`config.mk`:
```
export PLATFORM = sky130hd
export DESIGN_NAME = sli_led_driver
export DESIGN_NICKNAME = d
export VERILOG_FILES = /design/src/hdl/sli_pkg.sv /design/src/hdl/sli_timebase.sv /design/src/hdl/sli_led_driver.sv
export SDC_FILE = /design/constraint.sdc
export NUM_CORES = 1
export LEC_CHECK = 0
export BUFFER_PORTS_ARGS = -buffer_cell sky130_fd_sc_hd__buf_2
export CAP_MARGIN = 20
export CORE_AREA = 2 2 130 132
export CTS_CLUSTER_SIZE = 40
export DETAILED_ROUTE_END_ITERATION = 8
export DIE_AREA = 0 0 132 134
export GPL_TIMING_DRIVEN = 0
export PLACE_DENSITY = 0.7
export SLEW_MARGIN = 0
export SYNTH_ARGS = -nofsm -noshare
export SYNTH_HDL_FRONTEND = slang
export SYNTH_SLANG_ARGS = --single-unit
```
`constraint.sdc`:
```
create_clock -name pclk -period 3 [get_ports pclk]
set_input_delay 0.15 -clock pclk [delete_from_list [all_inputs] [get_ports pclk]]
set_output_delay 0.15 -clock pclk [all_outputs]
set_load 0.005 [all_outputs]
```
`src/hdl/sli_pkg.sv`:
```
// Purpose: constants for the front panel status and channel indicator driver
// Assumes: pclk at 20 MHz, APB register access, 32-bit data
// Notes: mode codes come from the control logic
//
// Functional notes
// [RULE_01] power-on state blinks yellow at 1 Hz before start-up begins
// [RULE_02] start-up blinks green at 2 Hz for at least 3 s
// [RULE_03] STOP with nothing else pending lights yellow steadily
// [RULE_04] RUN without error or warning lights green steadily
// [RULE_05] RUN with error or warning: red blinks 1 Hz, green steady
// [RULE_06] holding point reached: red steady, green blinks 1 Hz
// [RULE_07] diagnostics during start-up: red blinks 1 Hz, green blinks 2 Hz
// [RULE_08] error lights red; system or internal error lights red and yellow
// [RULE_09] hardware configuration loading blinks yellow at 2 Hz
// [RULE_10] blink test request blinks green at 1 Hz while requested
// [RULE_11] card access in RUN flickers green; with error red blinks 1 Hz
// [RULE_12] card access in STOP flickers yellow
// [RULE_13] overall reset: yellow 1 Hz requested, 2 Hz executing, steady when done
// [RULE_14] factory reset: yellow 2 Hz executing, red and yellow 1 Hz when done
// [RULE_15] new firmware found: red and yellow blink 1 Hz in opposite phase
// [RULE_16] firmware update: yellow 2 Hz, flicker on card, then done or fail
// [RULE_17] each digital input LED follows its input level, sixteen inputs
// [RULE_18] each digital output LED follows its driven output, twelve outputs
// [RULE_19] input supply LED lit while input section supply is good
// [RULE_20] output supply LED lit while output section supply is good
// [RULE_21] output fault LED lit while overload or short is flagged
// [RULE_22] each analog channel LED lit while signal is out of range
// [RULE_23] network link LED lit on link, blinks on traffic, speed LED on 100M
// [RULE_24] all blink and flicker phases come from one shared divider
// [RULE_25] priority: sequences, then errors, then card access, then RUN or STOP
package sli_pkg;
    // -------------------------------------------------------------------
    // timing
    // -------------------------------------------------------------------
    localparam int CLK_KHZ = 20000;
    localparam int FLICKER_HALF_MS = 50;
    localparam int BLINK_2HZ_HALF_MS = 250;
    localparam int STARTUP_MIN_MS = 3000;
    localparam int FLICKER_HALF_CYCLES = FLICKER_HALF_MS * CLK_KHZ;
    localparam int FLICKS_PER_HALF = BLINK_2HZ_HALF_MS / FLICKER_HALF_MS;
    localparam int STARTUP_TICKS = STARTUP_MIN_MS / FLICKER_HALF_MS;
    localparam int TB_CNT_W = 32;
    localparam int FLK_CNT_W = 3;
    localparam int STARTUP_CNT_W = 7;
    // -------------------------------------------------------------------
    // register map
    // -------------------------------------------------------------------
    localparam int ADDR_W = 12;
    localparam logic [11:0] ADDR_MODE = 12'h000;
    localparam logic [11:0] ADDR_FLAGS = 12'h004;
    localparam logic [11:0] ADDR_LED = 12'h008;
    localparam logic [11:0] ADDR_INPUT = 12'h00C;
    localparam int MODE_W = 5;
    localparam int FLAGS_W = 4;
    localparam int FLAG_ERRWARN = 0;
    localparam int FLAG_CARD = 1;
    localparam int FLAG_BLINKTEST = 2;
    localparam int FLAG_DIAG = 3;
    localparam logic [3:0] FLAGS_RESET = 4'h0;
    // -------------------------------------------------------------------
    // operating mode codes
    // -------------------------------------------------------------------
    localparam logic [4:0] MODE_POWER_ON = 5'h00;
    localparam logic [4:0] MODE_STARTUP = 5'h01;
    localparam logic [4:0] MODE_RUN = 5'h02;
    localparam logic [4:0] MODE_STOP = 5'h03;
    localparam logic [4:0] MODE_ERROR = 5'h04;
    localparam logic [4:0] MODE_SYS_ERROR = 5'h05;
    localparam logic [4:0] MODE_HOLD = 5'h06;
    localparam logic [4:0] MODE_HWCFG = 5'h07;
    localparam logic [4:0] MODE_OVR_REQ = 5'h08;
    localparam logic [4:0] MODE_OVR_EXEC = 5'h09;
    localparam logic [4:0] MODE_OVR_DONE = 5'h0A;
    localparam logic [4:0] MODE_FAC_EXEC = 5'h0B;
    localparam logic [4:0] MODE_FAC_DONE = 5'h0C;
    localparam logic [4:0] MODE_FW_AVAIL = 5'h0D;
    localparam logic [4:0] MODE_FW_UPDATE = 5'h0E;
    localparam logic [4:0] MODE_FW_OK = 5'h0F;
    localparam logic [4:0] MODE_FW_FAIL = 5'h10;
    // -------------------------------------------------------------------
    // channel counts
    // -------------------------------------------------------------------
    localparam int DI_W = 16;
    localparam int DO_W = 12;
    localparam int ETH_PORTS = 2;
    localparam int SYNC_W = DI_W + 6 + 3 * ETH_PORTS;
endpackage : sli_pkg

```
`src/hdl/sli_timebase.sv`:
```
// Purpose: shared divider for flicker, 2 Hz and 1 Hz phases
// Assumes: one clock, asynchronous active-low reset
// Notes: both blink phases change only on a flicker tick
`timescale 1ns/1ns
module sli_timebase
    import sli_pkg::*;
#(
    parameter int HALF_CYCLES = FLICKER_HALF_CYCLES
) (
    input wire logic pclk,
    input wire logic presetn,
    output logic tick,
    output logic flicker,
    output logic blink_2hz,
    output logic blink_1hz
);
    // -------------------------------------------------------------------
    // divider chain
    // -------------------------------------------------------------------
    logic [TB_CNT_W-1:0] cnt_reg;
    logic [FLK_CNT_W-1:0] flk_reg;
    logic flk_reg_out;
    logic b2_reg;
    logic b1_reg;
    wire cnt_end = (cnt_reg == TB_CNT_W'(HALF_CYCLES - 1));
    wire flk_end = (flk_reg == FLK_CNT_W'(FLICKS_PER_HALF - 1));

    always_ff @(posedge pclk or negedge presetn) begin
        if (!presetn) begin
            cnt_reg <= '0;
            flk_reg <= '0;
            flk_reg_out <= 1'b0;
            b2_reg <= 1'b0;
            b1_reg <= 1'b0;
        end else if (cnt_end) begin
            cnt_reg <= '0;
            flk_reg_out <= ~flk_reg_out; // RULE_24
            flk_reg <= flk_end ? '0 : flk_reg + 1'b1;
            if (flk_end) begin
                b2_reg <= ~b2_reg; // RULE_24
                if (b2_reg) begin
                    b1_reg <= ~b1_reg; // RULE_24
                end
            end
        end else begin
            cnt_reg <= cnt_reg + 1'b1;
        end
    end

    assign tick = cnt_end;
    assign flicker = flk_reg_out;
    assign blink_2hz = b2_reg;
    assign blink_1hz = b1_reg;
endmodule : sli_timebase

```
`src/hdl/sli_led_driver.sv`:
```
// Purpose: front panel status bar, channel and network LED driver
// Assumes: APB slave, zero wait states, pins other than do_level synchronised by two flip-flops
// Notes: mode and flags are written by the control logic; LEDs are registered
`timescale 1ns/1ns
module sli_led_driver
    import sli_pkg::*;
#(
    parameter int HALF_CYCLES = FLICKER_HALF_CYCLES
) (
    input wire logic pclk,
    input wire logic presetn,
    input wire logic psel,
    input wire logic penable,
    input wire logic pwrite,
    input wire logic [ADDR_W-1:0] paddr,
    input wire logic [31:0] pwdata,
    output logic [31:0] prdata,
    output logic pready,
    output logic pslverr,
    input wire logic [DI_W-1:0] di_level_pin,
    input wire logic [DO_W-1:0] do_level,
    input wire logic input_section_supply_ok,
    input wire logic output_section_supply_ok,
    input wire logic logic_section_supply_ok,
    input wire logic output_overload,
    input wire logic analog_channel_zero_range_err,
    input wire logic analog_channel_one_range_err,
    input wire logic [ETH_PORTS-1:0] eth_link,
    input wire logic [ETH_PORTS-1:0] eth_activity,
    input wire logic [ETH_PORTS-1:0] eth_speed100,
    output logic led_status_green,
    output logic led_status_yellow,
    output logic led_status_red,
    output logic [DI_W-1:0] led_di,
    output logic [DO_W-1:0] led_do,
    output logic led_input_supply,
    output logic led_output_supply,
    output logic led_logic_supply,
    output logic output_fault_indicator,
    output logic led_analog_zero,
    output logic led_analog_one,
    output logic [ETH_PORTS-1:0] led_eth_link,
    output logic [ETH_PORTS-1:0] led_eth_speed
);
    // -------------------------------------------------------------------
    // shared timebase
    // -------------------------------------------------------------------
    logic tick;
    logic flicker;
    logic blink_2hz;
    logic blink_1hz;

    sli_timebase #(
        .HALF_CYCLES(HALF_CYCLES)
    ) u_timebase (
        .pclk(pclk),
        .presetn(presetn),
        .tick(tick),
        .flicker(flicker),
        .blink_2hz(blink_2hz),
        .blink_1hz(blink_1hz)
    );

    // -------------------------------------------------------------------
    // pin synchronisers
    // -------------------------------------------------------------------
    logic [SYNC_W-1:0] sync1_reg;
    logic [SYNC_W-1:0] sync2_reg;
    wire [SYNC_W-1:0] pin_vec = {
        eth_speed100, eth_activity, eth_link,
        analog_channel_one_range_err, analog_channel_zero_range_err,
        output_overload, logic_section_supply_ok,
        output_section_supply_ok, input_section_supply_ok, di_level_pin
    };

    always_ff @(posedge pclk or negedge presetn) begin
        if (!presetn) begin
            sync1_reg <= '0;
            sync2_reg <= '0;
        end else begin
            sync1_reg <= pin_vec;
            sync2_reg <= sync1_reg;
        end
    end

    wire [ETH_PORTS-1:0] s_speed;
    wire [ETH_PORTS-1:0] s_act;
    wire [ETH_PORTS-1:0] s_link;
    wire s_ai1;
    wire s_ai0;
    wire s_ovl;
    wire s_lsup;
    wire s_osup;
    wire s_isup;
    wire [DI_W-1:0] s_di;

    assign {s_speed, s_act, s_link, s_ai1, s_ai0, s_ovl, s_lsup, s_osup, s_isup, s_di} =
        sync2_reg;

    // -------------------------------------------------------------------
    // apb slave
    // -------------------------------------------------------------------
    logic [MODE_W-1:0] mode_reg;
    logic [FLAGS_W-1:0] flags_reg;
    logic [31:0] prdata_reg;

    wire hit_mode = (paddr == ADDR_MODE);
    wire hit_flags = (paddr == ADDR_FLAGS);
    wire hit_led = (paddr == ADDR_LED);
    wire hit_input = (paddr == ADDR_INPUT);
    wire addr_hit = hit_mode | hit_flags | hit_led | hit_input;

    wire setup_rd = psel & ~penable & ~pwrite;
    wire access_wr = psel & penable & pwrite;
    wire wr_mode = access_wr & hit_mode;
    wire wr_flags = access_wr & hit_flags;

    wire [31:0] led_word = 32'({
        led_eth_speed, led_eth_link,
        led_status_red, led_status_yellow, led_status_green
    });
    wire [31:0] input_word = 32'({s_ai1, s_ai0, s_ovl, s_lsup, s_osup, s_isup, s_di});

    wire [31:0] rd_mux =
        hit_mode ? 32'(mode_reg) :
        hit_flags ? 32'(flags_reg) :
        hit_led ? led_word :
        hit_input ? input_word : 32'h0000_0000;

    assign pready = psel & penable;
    assign pslverr = psel & penable & ~addr_hit;
    assign prdata = prdata_reg;

    always_ff @(posedge pclk or negedge presetn) begin
        if (!presetn) begin
            mode_reg <= MODE_POWER_ON; // RULE_01
            flags_reg <= FLAGS_RESET;
            prdata_reg <= '0;
        end else begin
            if (wr_mode) begin
                mode_reg <= pwdata[MODE_W-1:0];
            end
            if (wr_flags) begin
                flags_reg <= pwdata[FLAGS_W-1:0];
            end
            if (setup_rd) begin
                prdata_reg <= rd_mux;
            end
        end
    end

    wire errwarn = flags_reg[FLAG_ERRWARN];
    wire card = flags_reg[FLAG_CARD];
    wire blinktest = flags_reg[FLAG_BLINKTEST];
    wire diag = flags_reg[FLAG_DIAG];

    // -------------------------------------------------------------------
    // start-up minimum display time
    // -------------------------------------------------------------------
    logic [STARTUP_CNT_W-1:0] su_cnt_reg;
    logic was_startup_reg;

    wire in_startup_mode = (mode_reg == MODE_STARTUP);
    wire su_enter = in_startup_mode & ~was_startup_reg;
    wire su_hold = (su_cnt_reg != '0);

    wire show_startup = in_startup_mode | su_hold;

    always_ff @(posedge pclk or negedge presetn) begin
        if (!presetn) begin
            su_cnt_reg <= '0;
            was_startup_reg <= 1'b0;
        end else begin
            was_startup_reg <= in_startup_mode;
            if (su_enter) begin
                su_cnt_reg <= STARTUP_CNT_W'(STARTUP_TICKS); // RULE_02
            end else if (tick && su_hold) begin
                su_cnt_reg <= su_cnt_reg - 1'b1; // RULE_02
            end
        end
    end

    // -------------------------------------------------------------------
    // status bar selection
    // -------------------------------------------------------------------
    logic st_r;
    logic st_y;
    logic st_g;

    always_comb begin
        st_r = 1'b0;
        st_y = 1'b0;
        st_g = 1'b0;

        if (show_startup) begin
            st_g = blink_2hz; // RULE_02
            st_r = diag & blink_1hz; // RULE_07
        end else begin
            case (mode_reg) // RULE_25
                MODE_POWER_ON: begin
                    st_y = blink_1hz; // RULE_01
                end

                MODE_HWCFG: begin
                    st_y = blink_2hz; // RULE_09
                end

                MODE_OVR_REQ: begin
                    st_y = blink_1hz; // RULE_13
                end

                MODE_OVR_EXEC: begin
                    st_y = blink_2hz; // RULE_13
                end

                MODE_OVR_DONE: begin
                    st_y = 1'b1; // RULE_13
                end

                MODE_FAC_EXEC: begin
                    st_y = blink_2hz; // RULE_14
                end

                MODE_FAC_DONE: begin
                    st_r = blink_1hz; // RULE_14
                    st_y = blink_1hz; // RULE_14
                end

                MODE_FW_AVAIL: begin
                    st_r = blink_1hz; // RULE_15
                    st_y = ~blink_1hz; // RULE_15
                end

                MODE_FW_UPDATE: begin
                    st_y = card ? flicker : blink_2hz; // RULE_16
                end

                MODE_FW_OK: begin
                    st_r = blink_1hz; // RULE_16
                    st_y = blink_1hz; // RULE_16
                end

                MODE_FW_FAIL: begin
                    st_r = blink_1hz; // RULE_16
                end

                MODE_ERROR: begin
                    st_r = 1'b1; // RULE_08
                end

                MODE_SYS_ERROR: begin
                    st_r = 1'b1; // RULE_08
                    st_y = 1'b1; // RULE_08
                end

                MODE_HOLD: begin
                    st_r = 1'b1; // RULE_06
                    st_g = blink_1hz; // RULE_06
                end

                MODE_RUN: begin
                    if (blinktest) begin
                        st_g = blink_1hz; // RULE_10
                    end else if (card) begin
                        st_r = errwarn & blink_1hz; // RULE_11
                        st_g = flicker; // RULE_11
                    end else if (errwarn) begin
                        st_r = blink_1hz; // RULE_05
                        st_g = 1'b1; // RULE_05
                    end else begin
                        st_g = 1'b1; // RULE_04
                    end
                end

                MODE_STOP: begin
                    if (blinktest) begin
                        st_g = blink_1hz; // RULE_10
                    end else if (card) begin
                        st_y = flicker; // RULE_12
                    end else begin
                        st_y = 1'b1; // RULE_03
                    end
                end

                default: begin
                    st_r = 1'b0;
                end
            endcase
        end
    end

    // -------------------------------------------------------------------
    // network activity stretch
    // -------------------------------------------------------------------
    logic [ETH_PORTS-1:0] act_reg;

    always_ff @(posedge pclk or negedge presetn) begin
        if (!presetn) begin
            act_reg <= '0;
        end else if (tick && !flicker) begin
            act_reg <= s_act;
        end else begin
            act_reg <= act_reg | s_act;
        end
    end

    wire [ETH_PORTS-1:0] eth_link_next = s_link & ~(act_reg & {ETH_PORTS{flicker}});

    // -------------------------------------------------------------------
    // output registers
    // -------------------------------------------------------------------
    always_ff @(posedge pclk or negedge presetn) begin
        if (!presetn) begin
            led_status_green <= 1'b0;
            led_status_yellow <= 1'b0;
            led_status_red <= 1'b0;
            led_di <= '0;
            led_do <= '0;
            led_input_supply <= 1'b0;
            led_output_supply <= 1'b0;
            led_logic_supply <= 1'b0;
            output_fault_indicator <= 1'b0;
            led_analog_zero <= 1'b0;
            led_analog_one <= 1'b0;
            led_eth_link <= '0;
            led_eth_speed <= '0;

        end else begin
            led_status_green <= st_g;
            led_status_yellow <= st_y;
            led_status_red <= st_r;
            led_di <= s_di; // RULE_17
            led_do <= do_level; // RULE_18
            led_input_supply <= s_isup; // RULE_19
            led_output_supply <= s_osup; // RULE_20
            led_logic_supply <= s_lsup;
            output_fault_indicator <= s_ovl; // RULE_21
            led_analog_zero <= s_ai0; // RULE_22
            led_analog_one <= s_ai1; // RULE_22
            led_eth_link <= eth_link_next; // RULE_23
            led_eth_speed <= s_speed; // RULE_23
        end
    end
endmodule : sli_led_driver

```
=== Word-level counts from Yosys, hierarchy flattened ===
Cells that the tools add are included.

* Bits in registers: 186
* Word-level logic and storage cells: 112
* Output and inout port bits: 75

* Bitwise gates (word level): 25
* Equal/unequal tests: 21
* Add/subtract/negate cells: 3
* Reductions and logical operators: 14
* Mux-type cells: 23

{| class="wikitable"
|+ Operators with widths
! operator !! count
|-
| $mux W22 || 4
|-
| $eq A5 B4 Y1 const B || 8
|-
| $add A32 B1 Y32 const B || 1
|-
| $eq A32 B20 Y1 const B || 1
|-
| $mux W32 || 1
|-
| $eq A12 B4 Y1 const B || 2
|-
| $eq A5 B3 Y1 const B || 4
|-
| $mux W7 || 2
|-
| $eq A12 B3 Y1 const B || 1
|-
| $logic_not A12 Y1 || 1
|-
| $mux W1 || 11
|-
| $and A1 B1 Y1 || 10
|-
| $eq A5 B2 Y1 const B || 2
|-
| $reduce_or A4 Y1 || 2
|-
| $not A1 Y1 || 7
|-
| $reduce_bool A7 Y1 || 1
|-
| $sub A7 B1 Y7 const B || 1
|-
| $pmux W1 S3 || 2
|-
| $pmux W1 S6 || 1
|-
| $reduce_or A3 Y1 || 2
|-
| $eq A5 B1 Y1 const B || 1
|-
| $eq A5 B5 Y1 const B || 1
|-
| $logic_not A5 Y1 || 1
|-
| $and A2 B2 Y2 || 2
|-
| 13 further kinds || 17
|}

=== Longest topological paths before layout ===
* Depth in word-level cells: 6
* Gate-level depth with buffers: 7
* Mapped depth without buffers: 6

=== Cells and area by module ===
From an unflattened synthesis, not the netlist that was laid out.

* Cell total of the unflattened synthesis: 490
* Area total of the unflattened synthesis: 6612.6 um2

{| class="wikitable"
|+ Modules (own cells, without submodules)
! module !! times used !! sequential area each (um2) !! area each (um2) !! cells each
|-
| sli_led_driver || 1 || 3453.3 || 4677.0 || 304
|-
| sli_timebase || 1 || 950.9 || 1935.6 || 186
|}

=== Worst setup path after synthesis ===
No wires, ideal clock.

* Path kind: register to register
* From: register u_timebase.cnt_reg[0]
* To: register u_timebase.flk_reg[2]
* Stages on the path, launching flop included: 7
* Path buffers: 1
* Data arrival time: 1.812 ns
* Required time: 2.879 ns
* Slack: 1.067 ns
* Cell sequence: dfrtp_1 ha_1 nand3_4 or2_1 buf_6 or4_1 a22o_1

* Word-level cells in the longest chain between the ends: 1

{| class="wikitable"
|+ Ends and longest elaborated chain
! what !! RTL line !! source
|-
| from (decl) || sli_timebase.sv:20 || <nowiki>logic [TB_CNT_W-1:0] cnt_reg;</nowiki>
|-
| from (signal assigned) || sli_timebase.sv:46 || <nowiki>cnt_reg <= cnt_reg + 1'b1;</nowiki>
|-
| $eq A32 B20 Y1 || sli_timebase.sv:25 || <nowiki>wire cnt_end = (cnt_reg == TB_CNT_W'(HALF_CYCLES - 1));</nowiki>
|-
| to (signal assigned) || sli_timebase.sv:38 || <nowiki>flk_reg <= flk_end ? '0 : flk_reg + 1'b1;</nowiki>
|-
| to (decl) || sli_timebase.sv:21 || <nowiki>logic [FLK_CNT_W-1:0] flk_reg;</nowiki>
|}

Every way passes these cells.
A chain may end at the register's enable or synchronous reset.

=== Worst setup path in the final report ===
* From: register su_cnt_reg[0]
* To: register led_status_green

* Word-level cells in the longest chain between the ends: 3

{| class="wikitable"
|+ Ends and longest elaborated chain
! what !! RTL line !! source
|-
| from (decl) || sli_led_driver.sv:160 || <nowiki>logic [STARTUP_CNT_W-1:0] su_cnt_reg;</nowiki>
|-
| from (signal assigned) || sli_led_driver.sv:176 || <nowiki>su_cnt_reg <= STARTUP_CNT_W'(STARTUP_TICKS);</nowiki>
|-
| from (signal assigned) || sli_led_driver.sv:178 || <nowiki>su_cnt_reg <= su_cnt_reg - 1'b1;</nowiki>
|-
| $reduce_bool A7 Y1 || sli_led_driver.sv:165 || <nowiki>wire su_hold = (su_cnt_reg != '0);</nowiki>
|-
| $or A1 B1 Y1 || sli_led_driver.sv:167 || <nowiki>wire show_startup = in_startup_mode | su_hold;</nowiki>
|-
| $mux W1 || sli_led_driver.sv:195 || <nowiki>if (show_startup) begin</nowiki>
|-
| net st_g || sli_led_driver.sv:188 || <nowiki>logic st_g;</nowiki>
|-
| to (signal assigned) || sli_led_driver.sv:329 || <nowiki>led_status_green <= st_g;</nowiki>
|-
| to (decl) || sli_led_driver.sv:31 || <nowiki>output logic led_status_green,</nowiki>
|}

The timed path passes the listed nets, and every way through them passes these cells.

==> reports/qor.csv <==
metric,value,unit
HPWL Detailed,9.71,mm
placer congestion estimate,0.900,
Antenna Diode Count,0,
DRC viols,0,
via count,4593,
crit end category,register,
status,completed,
#FFs+latches synth,176,
synthesis-to-layout area growth,30.1,%
Area after DPL,7580,µm²
DIE HEIGHT,134,µm
Num CTS Buffers,17,
VDD IR-drop max,0.000416,V
largest net degree at the start of global routing,116,
Die Wd,132,µm
worst setup path class,register to register,
worst hold path cell count,2,
Final WS setup,0.861,ns
final worst path period need,2.14,ns
Mapped Cells,492,
IO Pins,164,
Cells after DPL,847,
pwr dens,562,nW/µm²
Pleak,4.09,nW
Initial Utilization,40.6,%
vias in the first global route,4747,
Util after Layout,52.8,%
top_reg_cell synth,dfrtp_1,
first-pass GRT wire length,24.0,mm
FF-to-FF End,led_status_green,
Post-synth EDFFs,0,
final setup fails,0,
largest buffer count on any clock path,2,
Antenna Nets Post-Route,0,
Buffers & Inverters on Critical Path,1,
syn avg cell area,13.4,µm²
CTS tree,yes,
Yosys warning count,0,
Crit path max-delay family,simple AND/OR/NAND/NOR gates,
latest clock arrival within the worst-skew pair,0.43,ns
Initial DRT Pass Iterations,5,
Final Hold Fails,0,
dpl ws,0.902,ns
Reg2Reg Launch Point,su_cnt_reg[0],
fin area,8600,µm²
fin. max-slew vios,0,
sequential-to-total area share from yosys stat,66.6,%
H-Tree Depth,4,
final worst path period share,71.3,%
synthesized area,6610,µm²
"Distinct cells, synth",61,
layout cells sized above 1,29.5,%
clock net sink count,176,
row count,47,
total power,4.83,mW
asr flop ratio synth,100,%
Clock Skew,0.0107,ns
core area,16300,µm²
crit path max fanout,5,
IO Port Bufs,125,
Register-to-Register Path Depth,6,
CP max stage delay,0.44,ns
vias per cell,4.98,
Worst EP arrival,2.43,ns
max reg flops,32,
CP Data Required Time,3.29,ns
DR iter-0 viols,294,
FMAX,0.468,GHz
nature of the critical path startpoint,register,
Hold Crit Class,input pin to register,
"Reg clk slew, reported paths",0.06,ns
unrepaired setup endpoints after global routing,false,
grt total ovfl,0,
initial antenna violation count,0,
Nets,783,
root buffer cell,clkbuf_16,
Final Non-Filler Cells,922,
Slew HR,43.9,%
Post-Route Setup TNS,0,ns
routed len/inst,15.8,µm
Worst Hold Slack,0.0147,ns
Maximum Capacitance Violations,0,
gr usage total,17.2,%
Slew @ Worst Pin,0.835,ns
DIE AREA,17700,µm²
Reg2Reg Setup Slack,0.86,ns
HP Start,pwdata[3],
WHS Endpoint,flags_reg[3],
CP max stage cell,nor4b_2,
crit-path cells,"inv_1, ha_1, nor4b_2, nand2_1, or2_2, o41ai_1",
WL final,14.6,mm
-- synth_stat cells (6+ instances only) --
| cell type | instances | share of area [%] |
|---|---|---|
| dfrtp_1 | 176 | 67 |
| nand2_1 | 33 | 1.9 |
| nor2_1 | 26 | 1.5 |
| a22o_1 | 17 | 2.3 |
| nand3_1 | 16 | 1.2 |
| xnor2_1 | 16 | 2.1 |
| nor4_1 | 14 | 1.3 |
| inv_1 | 13 | 0.74 |
| clkbuf_1 | 11 | 0.62 |
| mux2_2 | 11 | 1.9 |
| xor2_1 | 11 | 1.5 |
| buf_4 | 10 | 1.1 |
| mux2i_1 | 10 | 1.5 |
| nand4_1 | 10 | 0.95 |
| o21ai_0 | 10 | 0.76 |
| a21oi_1 | 9 | 0.68 |
| o31ai_1 | 8 | 0.91 |
| nor3_1 | 7 | 0.53 |
| and4_1 | 6 | 0.79 |
-- cell usage in the layout, fill, tap and decap left out, types with 7 or more instances in the layout --
| cell type | netlist | routed |
|---|---|---|
| a21oi_1 | 9 | 9 |
| a22o_1 | 17 | 17 |
| buf_2 | 5 | 129 |
| buf_4 | 10 | 10 |
| clkbuf_1 | 11 | 12 |
| clkbuf_16 | 0 | 17 |
| conb_1 | 1 | 10 |
| dfrtp_1 | 176 | 176 |
| dlygate4sd3_1 | 0 | 44 |
| inv_1 | 13 | 13 |
| mux2_2 | 11 | 11 |
| mux2i_1 | 10 | 10 |
| nand2_1 | 33 | 33 |
| nand3_1 | 16 | 16 |
| nand4_1 | 10 | 10 |
| nor2_1 | 26 | 26 |
| nor3_1 | 7 | 7 |
| nor4_1 | 14 | 14 |
| o21ai_0 | 10 | 10 |
| o31ai_1 | 8 | 8 |
| xnor2_1 | 16 | 16 |
| xor2_1 | 11 | 11 |
-- repair_timing --
action,4_1_cts,5_1_grt
buffers inserted,0,0
hold endpoints to repair,106,0
setup endpoints to repair,0,0
hold buffers,44,0
resized for setup,0,0
-- layer usage --
metal | up-vias | part of all wire, % | global-route usage, %
met4 | 0 | 3.0 | 9.72
met2 | 139 | 50 | 27.8
met5 | - | 0 | 0
met3 | 33 | 4.3 | 3.55
li1 | 2125 | - | -
met1 | 2296 | 43 | 21.7
-- area by class of cell --
type	instances	area (µm²)
well taps	220	275
clock buffers	18	429
fillers	1370	7690
clock inverters	13	145
flip-flops and latches	176	4400
inverters	13	48.8
plain buffers	27	153
multi-input cells	285	2040
repair buffers	170	1100
-- where the power goes --
group	leakage (nW)	internal (mW)	switching (mW)	total (mW)
Sequential	2.22	2.44	0.0263	2.46
Clock	0.280	1.17	0.971	2.14
Combinational	1.60	0.112	0.113	0.225
Total	4.09	3.72	1.11	4.83
-- worst max-delay path by stage --
| stage | startpoint | endpoint | slack, ns | depth (start not counted) |
|---|---|---|---|---|
| 2_1_floorplan | u_timebase.cnt_reg[0] | u_timebase.flk_reg[2] | 1.07 | 6 |
| 3_3_place_gp | presetn | sync1_reg[25] | -0.67 | 1 |
| 3_5_place_dp | su_cnt_reg[0] | led_status_green | 0.90 | 6 |
| 4_1_cts | su_cnt_reg[1] | led_status_green | 0.88 | 6 |
| 5_1_grt | su_cnt_reg[1] | led_status_green | 0.61 | 6 |
| 6_report | su_cnt_reg[0] | led_status_green | 0.86 | 6 |
-- cells by family after synthesis --
logic type / share of synthesized area [%]
AND/OR/NAND/NOR: 15.0
AO/OA/AOI/OAI: 6.21
flip-flops: 66.6
other: 0.0567
XOR/XNOR: 3.58
adder cells (fa/ha/maj): 0.757
multiplexers: 4.75
buffers and inverters: 3.05
(Power assumes the default switching activity.)
